[src/verilog/sttr_map.svh]
// holds register offsets, reset values and select encodings of the trim and id bank
// assumes byte wide offsets as seen by the sensor's own bus target engine
`ifndef STTR_MAP_SVH
`define STTR_MAP_SVH

// ------------------------------------------------------------
// register offsets
// ------------------------------------------------------------
`define STTR_OFF_GAIN 8'h09
`define STTR_OFF_OFFSET1 8'h0A
`define STTR_OFF_OFFSET2 8'h0B
`define STTR_OFF_ADDR 8'h0C
`define STTR_OFF_VERSION 8'h0D
`define STTR_OFF_MAKER_LO 8'h0E
`define STTR_OFF_MAKER_HI 8'h0F
`define STTR_OFF_TEMP_HI 8'h10
`define STTR_OFF_TEMP_LO 8'h11

// ------------------------------------------------------------
// reset values and fixed fields
// ------------------------------------------------------------
`define STTR_RST_TRIM 8'h00
`define STTR_RST_ADDR 8'h6A
`define STTR_RST_TARGET 7'h35
`define STTR_RST_TEMP 16'h0000
`define STTR_VER_UPPER 6'h01
`define STTR_ADDR_APPLY_BIT 0
`define STTR_GAIN_UNITY 10'h100
`define STTR_GAIN_SHIFT 8

// ------------------------------------------------------------
// axis pair and gain axis encodings
// ------------------------------------------------------------
`define STTR_PAIR_NONE 2'h0
`define STTR_PAIR_XY 2'h1
`define STTR_PAIR_YZ 2'h2
`define STTR_PAIR_XZ 2'h3
`define STTR_GAIN_FIRST 1'h0
`define STTR_GAIN_SECOND 1'h1
`endif

[src/verilog/sttr_pkg.sv]
// holds the types shared by the trim and id bank
// assumes sttr_map.svh supplies all numbers
package sttr_pkg;
  // register access from the bus target engine, same clock
  typedef struct packed {
    logic wr;
    logic rd;
    logic [7:0] addr;
    logic [7:0] wdata;
  } sttr_req_t;

  // raw hall axis samples, two's complement
  typedef struct packed {
    logic [15:0] x;
    logic [15:0] y;
    logic [15:0] z;
  } sttr_axes_t;

  // whole state of the bank
  typedef struct packed {
    logic started;
    logic [7:0] gain;
    logic [7:0] off1;
    logic [7:0] off2;
    logic [7:0] addrField;
    logic [6:0] target;
    logic pendValid;
    logic [1:0] variant;
    logic [15:0] tempRes;
    logic [7:0] rdData;
    logic rdValid;
    logic [17:0] first;
    logic [17:0] second;
  } sttr_state_t;
endpackage

[src/verilog/sttr_regs.sv]
// holds the trim, target address, version, maker code and temperature registers
// assumes the bus target engine, otp loader and conversion core share mclk
// What this block does
// - gain register is an unsigned fraction, value over 256, scaling one axis.
// - a gain register of zero applies unity gain, not zero.
// - gain axis chosen by gain axis select together with axis pair select.
// - first offset is signed eight bit, added to first axis of pair.
// - second offset is signed eight bit, added to second axis of pair.
// - applied offset equals signed register times resolution per lsb.
// - otp factory address loads into address field at power up; reset 35h.
// - new address used at the next transaction start after a write with apply bit one, taking the field as it stands then.
// - read only two bit version field shows the range variant.
// - fixed sixteen bit maker code, low byte at lower offset.
// - temperature result readable as high byte then low byte.
`include "sttr_map.svh"

module sttr_regs #(
  parameter logic [15:0] MAKER_CODE = 16'hA5C3 // arbitrary neutral value
) (
  input wire logic mclk, // core clock, 50 MHz
  input wire logic arst_n, // async reset, active low
  input wire sttr_pkg::sttr_req_t req, // register access, one cycle strobes
  input wire logic busStart, // pulse at each bus transaction start
  input wire logic otpValid, // pulse when factory address is loaded
  input wire logic [6:0] otpAddr, // factory target address
  input wire logic [1:0] rangeVariant, // range option strap, caught after reset
  input wire logic tempValid, // pulse with a new temperature result
  input wire logic [15:0] tempResult, // temperature conversion result
  input wire sttr_pkg::sttr_axes_t axes, // raw hall samples
  input wire logic [1:0] anglePair, // angle axis pair select
  input wire logic gainAxisSel, // gain applies to first or second axis
  input wire logic [7:0] lsbRes, // resolution per lsb of active range
  output logic [7:0] rdData, // read data, valid with rdValid
  output logic rdValid, // one cycle after a read strobe
  output logic [6:0] targetAddr, // address matched by the bus engine
  output logic [17:0] firstCorr, // first axis after gain and offset
  output logic [17:0] secondCorr // second axis after gain and offset
);
  sttr_pkg::sttr_state_t s;
  sttr_pkg::sttr_state_t n;
  logic [9:0] gainEff;

  // ------------------------------------------------------------
  // gain interpretation
  // ------------------------------------------------------------
  // zero means unity
  assign gainEff = (s.gain == `STTR_RST_TRIM) ? `STTR_GAIN_UNITY : {2'h0, s.gain};

  // ------------------------------------------------------------
  // next state
  // ------------------------------------------------------------
  // one process computes all next values so ordering of set and clear is explicit
  always_comb begin
    logic [15:0] a1;
    logic [15:0] a2;
    logic [9:0] g1;
    logic [9:0] g2;
    logic signed [25:0] p1;
    logic signed [25:0] p2;
    logic signed [25:0] o1;
    logic signed [25:0] o2;
    logic signed [25:0] sum1;
    logic signed [25:0] sum2;
    a1 = axes.x;
    a2 = axes.y;
    g1 = `STTR_GAIN_UNITY;
    g2 = `STTR_GAIN_UNITY;
    p1 = '0;
    p2 = '0;
    o1 = '0;
    o2 = '0;
    sum1 = '0;
    sum2 = '0;
    n = s;
    n.rdValid = 1'b0;
    // strap is caught on the first edge after release, never under reset
    if (!s.started) begin
      n.started = 1'b1;
      n.variant = rangeVariant;
    end
    // factory address into field and matcher
    if (otpValid) begin
      n.addrField = {otpAddr, 1'b0};
      n.target = otpAddr;
      n.pendValid = 1'b0;
    end
    // switch only at a transaction start; a factory load in the same cycle wins
    if (busStart && s.pendValid && !otpValid) begin
      n.target = s.addrField[7:1];
      n.pendValid = 1'b0;
    end
    // writes after the start handling so a fresh apply is never lost
    if (req.wr) begin
      case (req.addr)
        `STTR_OFF_GAIN: n.gain = req.wdata;
        `STTR_OFF_OFFSET1: n.off1 = req.wdata;
        `STTR_OFF_OFFSET2: n.off2 = req.wdata;
        `STTR_OFF_ADDR: begin
          n.addrField = req.wdata;
          if (req.wdata[`STTR_ADDR_APPLY_BIT]) begin
            n.pendValid = 1'b1;
          end
        end
        default: ; // read only and unmapped writes are ignored
      endcase
    end
    if (tempValid) begin
      n.tempRes = tempResult;
    end
    // read mux, unmapped offsets answer zero
    if (req.rd) begin
      n.rdValid = 1'b1;
      case (req.addr)
        `STTR_OFF_GAIN: n.rdData = s.gain;
        `STTR_OFF_OFFSET1: n.rdData = s.off1;
        `STTR_OFF_OFFSET2: n.rdData = s.off2;
        `STTR_OFF_ADDR: n.rdData = s.addrField;
        `STTR_OFF_VERSION: n.rdData = {`STTR_VER_UPPER, s.variant};
        `STTR_OFF_MAKER_LO: n.rdData = MAKER_CODE[7:0];
        `STTR_OFF_MAKER_HI: n.rdData = MAKER_CODE[15:8];
        `STTR_OFF_TEMP_HI: n.rdData = s.tempRes[15:8];
        `STTR_OFF_TEMP_LO: n.rdData = s.tempRes[7:0];
        default: n.rdData = 8'h00;
      endcase
    end
    // pick the pair; no pair selected falls back to x and y
    case (anglePair)
      `STTR_PAIR_YZ: begin
        a1 = axes.y;
        a2 = axes.z;
      end
      `STTR_PAIR_XZ: begin
        a1 = axes.x;
        a2 = axes.z;
      end
      default: begin
        a1 = axes.x;
        a2 = axes.y;
      end
    endcase
    // gain lands on one member of the pair
    if (gainAxisSel == `STTR_GAIN_SECOND) begin
      g2 = gainEff;
    end else begin
      g1 = gainEff;
    end
    p1 = $signed(a1) * $signed(g1);
    p2 = $signed(a2) * $signed(g2);
    o1 = $signed(s.off1) * $signed({1'b0, lsbRes});
    o2 = $signed(s.off2) * $signed({1'b0, lsbRes});
    sum1 = (p1 >>> `STTR_GAIN_SHIFT) + o1;
    sum2 = (p2 >>> `STTR_GAIN_SHIFT) + o2;
    n.first = sum1[17:0];
    n.second = sum2[17:0];
  end

  // ------------------------------------------------------------
  // state register
  // ------------------------------------------------------------
  // reset loads only constants; the strap is caught later
  always_ff @(posedge mclk or negedge arst_n) begin
    if (!arst_n) begin
      s <= '0;
      s.gain <= `STTR_RST_TRIM;
      s.off1 <= `STTR_RST_TRIM;
      s.off2 <= `STTR_RST_TRIM;
      s.addrField <= `STTR_RST_ADDR;
      s.target <= `STTR_RST_TARGET;
      s.tempRes <= `STTR_RST_TEMP;
    end else begin
      s <= n;
    end
  end

  assign rdData = s.rdData;
  assign rdValid = s.rdValid;
  assign targetAddr = s.target;
  assign firstCorr = s.first;
  assign secondCorr = s.second;
endmodule // sttr_regs
[config.mk]
export PLATFORM = sky130hd
export DESIGN_NAME = sttr_regs
export DESIGN_NICKNAME = d
export VERILOG_FILES = /design/src/verilog/sttr_pkg.sv /design/src/verilog/sttr_regs.sv
export VERILOG_INCLUDE_DIRS = /design/src /design/src/verilog
export SDC_FILE = /design/constraint.sdc
export NUM_CORES = 1
export LEC_CHECK = 0
export ABC_AREA = 1
export BUFFER_PORTS_ARGS = -buffer_cell sky130_fd_sc_hd__buf_4
export CAP_MARGIN = 40
export CORE_ASPECT_RATIO = 1.25
export CORE_MARGIN = 2
export CORE_UTILIZATION = 43
export CTS_BUF_LIST = sky130_fd_sc_hd__clkbuf_8
export CTS_CLUSTER_DIAMETER = 40
export DETAILED_ROUTE_END_ITERATION = 10
export MAX_ROUTING_LAYER = met4
export PLACE_DENSITY_LB_ADDON = 0.3
export SYNTH_ARGS = -nofsm -noshare
export SYNTH_HDL_FRONTEND = slang
export SYNTH_SLANG_ARGS = --single-unit
[constraint.sdc]
create_clock -name mclk -period 21.5 [get_ports mclk]
set_input_delay 4.3 -clock mclk [delete_from_list [all_inputs] [get_ports mclk]]
set_output_delay 4.3 -clock mclk [all_outputs]
set_load 0.05 [all_outputs]
; After elaboration in Yosys (flattened, before gate mapping)
; Cells that the tools add are included.
[totals]
reg_bits = 104
input_bits = 107
out_inout_bits = 52
[classes]
addsub = 2
n_mul = 4
n_eq_ne = 11
n_mux = 14
n_reduce_logical = 9
[ops]
columns = operator, count
row1 = $pmux W8 S9, 1
row2 = $eq A8 B4 Y1 const B, 7
row3 = $mul A16 B10 Y26, 2
row4 = $mux W16, 3
row5 = $add A18 B17 Y18, 2
row6 = $mul A8 B9 Y17, 2
row7 = $mux W9, 3
row8 = $mux W8, 3
row9 = $eq A8 B5 Y1 const B, 2
row10 = $logic_not A8 Y1, 1
row11 = $reduce_and A2 Y1, 3
row12 = $eq A2 B2 Y1 const B, 2
row13 = $mux W1, 4
row14 = $logic_and A1 B1 Y1, 2
row15 = $reduce_bool A2 Y1, 1
row16 = $reduce_or A2 Y1, 1
row17 = $logic_not A1 Y1, 1

; Logic depth before layout (Yosys ltp)
[depth]
ltp_word = 6
ltp_mapped = 44
mapped_depth_nobuf = 42

; Worst setup path before layout
; OpenSTA, ideal clock, no wires.
[synth_path]
path_type = input to register
from = input port anglePair[1]
to = register s (netlist bit secondCorr[14])
setup_time_ns = 0.079
arrival_ns = 12.668
required_ns = 21.421
slack_ns = 8.753
stages = 41
cell_sequence = buf_6 -> buf_6 -> buf_2 -> o21ai_0 -> nand2_1 -> fa_1 -> inv_1 -> fa_1 -> inv_1 -> fa_1 -> inv_1 -> fa_1 -> inv_1 -> fa_1 -> inv_1 -> ha_1 -> nand2_1 -> nor2_1 -> [5 not listed] -> fa_1 -> fa_1 -> inv_1 -> fa_1 -> inv_1 -> fa_1 -> fa_1 -> inv_1 -> ha_1 -> inv_1 -> nor3_1 -> a21oi_1 -> o21ai_0 -> nand2_1 -> nand2_1 -> nand2_1 -> nand2_1 -> xor2_1
[synth_rtl]
columns = element, line
row1 = from (decl), sttr_regs.sv:30  ; input wire logic [1:0] anglePair,
row2 = to (signal assigned), sttr_regs.sv:171  ; s <= n;
row3 = to (decl), sttr_regs.sv:39  ; sttr_pkg::sttr_state_t s;

==> results.txt <==
commonest non-fill, non-tap cells in the layout = inv_1 (650), nand2_1 (524), fa_1 (346), nor2_1 (268), ha_1 (214)
synthesized flop and latch total = 104
sequential area share after synthesis = 12.3%
Initial Util = 43.4%
top post-synthesis cells by area = fa_1 (33%), ha_1 (13%), inv_1 (11%)
clk slew on worst S/H paths = 110 ps
status = complete, no violations
initial drt markers = 833
Rows = 91
Final min period = 13320 ps
synthesized net count = 3359
Syn Std Cell Area = 21300 µm²
root buf cell = clkbuf_8
Worst R2R Start = s[101]
P&R area growth vs syn = 7.59%
Critical Path End Type = flop
drt drc = 0
Top Ports = 159
HPWL Detailed = 50.3 mm
Post-synth ARST share = 100%
die area = 51300 µm²
# hold bufs at CTS = 0
Worst slew margin = 45.7%
GRT Overall Usage = 24.3%
Ant. Diodes = 0
Core ar. = 49100 µm²
yosys synthesis warning count = 0
R2R Path End = firstCorr[15]
FF-to-FF setup slack = 12080 ps
initial antenna violation count = 0
cell taking the most area after synthesis = fa_1
share of the synthesized area in the top cell type = 32.5%
routed vias/inst = 4.99
worst skew pair latency = 410 ps
antenna-violating nets left = 0
WHS Endpoint = rdData[1]
WP data arrival = 13640 ps
Mapped Avg Cell Area = 7.91 µm²
htree depth = 3
clk buf depth = 2
Max-Cap Viols = 0
Max stage delay on crit path = 710 ps
Slew Limit Fails = 0
Clock Sink Count = 104
DRT Pass-1 Iters = 5
CP Class = input pin to flop
largest net degree at the start of global routing = 45
Hold Path Class = flop to flop
Die Height = 253 µm
Post-CTS Setup Bufs = 0
CTS tree = yes
PostCTS Resize Cnt = 0
CP max stage cell = o21ai_0
VDD IR max = 53.2 µV
Max Freq = 0.0751 GHz
drt total wl = 58.0 mm
Fin Setup TNS = 0 ps
cts bufs inserted = 9
Crit path required time = 21820 ps
commonest non-fill, non-tap cell in the layout = inv_1
hold slack = 511 ps
worst hold start = rdData[1]
grt ovf = 0
Layout Skew = 12.1 ps
R2R cell count = 33
Synth Instances = 2692
Final Wtd Congestion = 0.947
Worst Hold Depth = 2
worst-path fanout max = 35
routed vias = 17100
Final #Nets = 3426
leakage = 0.0129 µW
number of port buffers = 158
share of post-route cells with drive strength above 1 = 9.01%
startpoint types = input pin
P per Cell Area = 43.5 nW/µm²
final hold vios = 0
final setup fails = 0
Die X = 203 µm
fin crit share = 61.9%
Crit path top cell by count = fa_1
synth unique cells = 54
vias in the first global route = 18700
first-pass GRT wire length = 95.2 mm
number of flops mapped to enable cells by yosys = 0
main flop type after synthesis = dfrtp_1
RSZ-0062 raised after global routing = no
mean routed wirelength per cell = 17.0 µm
Least-Margin Pin Slew = 811 ps
cell families (layout without fill, tap and decap cells):
family / Yosys count / after routing / synth area share [%]
and+or+nand+nor: 920 / 920 / 17.8
DFF: 104 / 104 / 12.3
muxes: 7 / 7 / 0.370
other: 1 / 1 / 0.0176
buffers and inverters: 771 / 843 / 14.8
xor gates and xnor gates: 62 / 62 / 2.59
adders and majority gates: 560 / 560 / 45.1
AOI/OAI and AO/OA: 267 / 267 / 7.05
flip-flops by register name, summed over array words and instances (netlist names):
register / count
firstCorr: 18
rdData: 8
rdValid: 1
s: 52
secondCorr: 18
targetAddr: 7
power by group:
part | switching [µW] | internal (µW)
clock | 77.7 | 54.9
combinational | 408 | 208
sequential | 17.2 | 231
how the worst max path moves through the flow:
stage / start / endpoint / cells after the start
after floorplan: anglePair[1] / secondCorr[14] / 41
after global placement: anglePair[1] / firstCorr[15] / 36
after detailed placement: anglePair[1] / firstCorr[15] / 35
after CTS: anglePair[1] / firstCorr[15] / 35
after global routing: anglePair[1] / firstCorr[15] / 33
final: anglePair[1] / firstCorr[15] / 33
worst max-delay path, delay by kind of cell:
| family | cells | cell delay (ps) |
|---|---|---|
| adder cells (fa/ha/maj) | 12 | 5580 |
| AO/OA/AOI/OAI | 8 | 1890 |
| AND/OR/NAND/NOR | 5 | 800 |
| buffers and inverters | 6 | 670 |
| XOR/XNOR | 2 | 370 |
per-layer routing:
layer	share of wire, %	GRT usage, %
met1	38	26.8
met2	54	44.5
met3	3.4	1.79
met4	5.1	11.2
met5	0	-
synthesized netlist by cell type, types with 26 or more instances:
| library cell | n |
|---|---|
| ha_1 | 214 |
| clkbuf_1 | 45 |
| xnor2_1 | 26 |
| xor2_1 | 35 |
| inv_1 | 650 |
| o21ai_0 | 104 |
| dfrtp_1 | 96 |
| fa_1 | 346 |
| nor2_1 | 268 |
| buf_4 | 51 |
| nand2_1 | 524 |
| nand3_1 | 50 |
| a21oi_1 | 86 |
final cells by class:
type,count,area (µm²)
clock buffers,9,124
repair buffers,166,1260
well taps,651,815
flip-flops and latches,104,2610
multi-input cells,1817,15500
inverters,661,2480
fillers,4915,26200
clock inverters,7,76.3
per-stage QoR:
step / worst slack, ps / instance area [µm²] / util, % / power (µW) / instances
after floorplan: 8750 / 21300 / - / 723 / 2692
after global placement: 7970 / 22700 / 46.2 / 865 / 3397
after detailed placement: 7790 / 22700 / 46.3 / 873 / 3399
after CTS: 8180 / 22900 / 46.7 / 1010 / 3415
after global routing: 7530 / 22900 / 46.7 / 1090 / 3415
final: 8180 / 22900 / 46.7 / 997 / 3415
(Power assumes the default switching activity.)
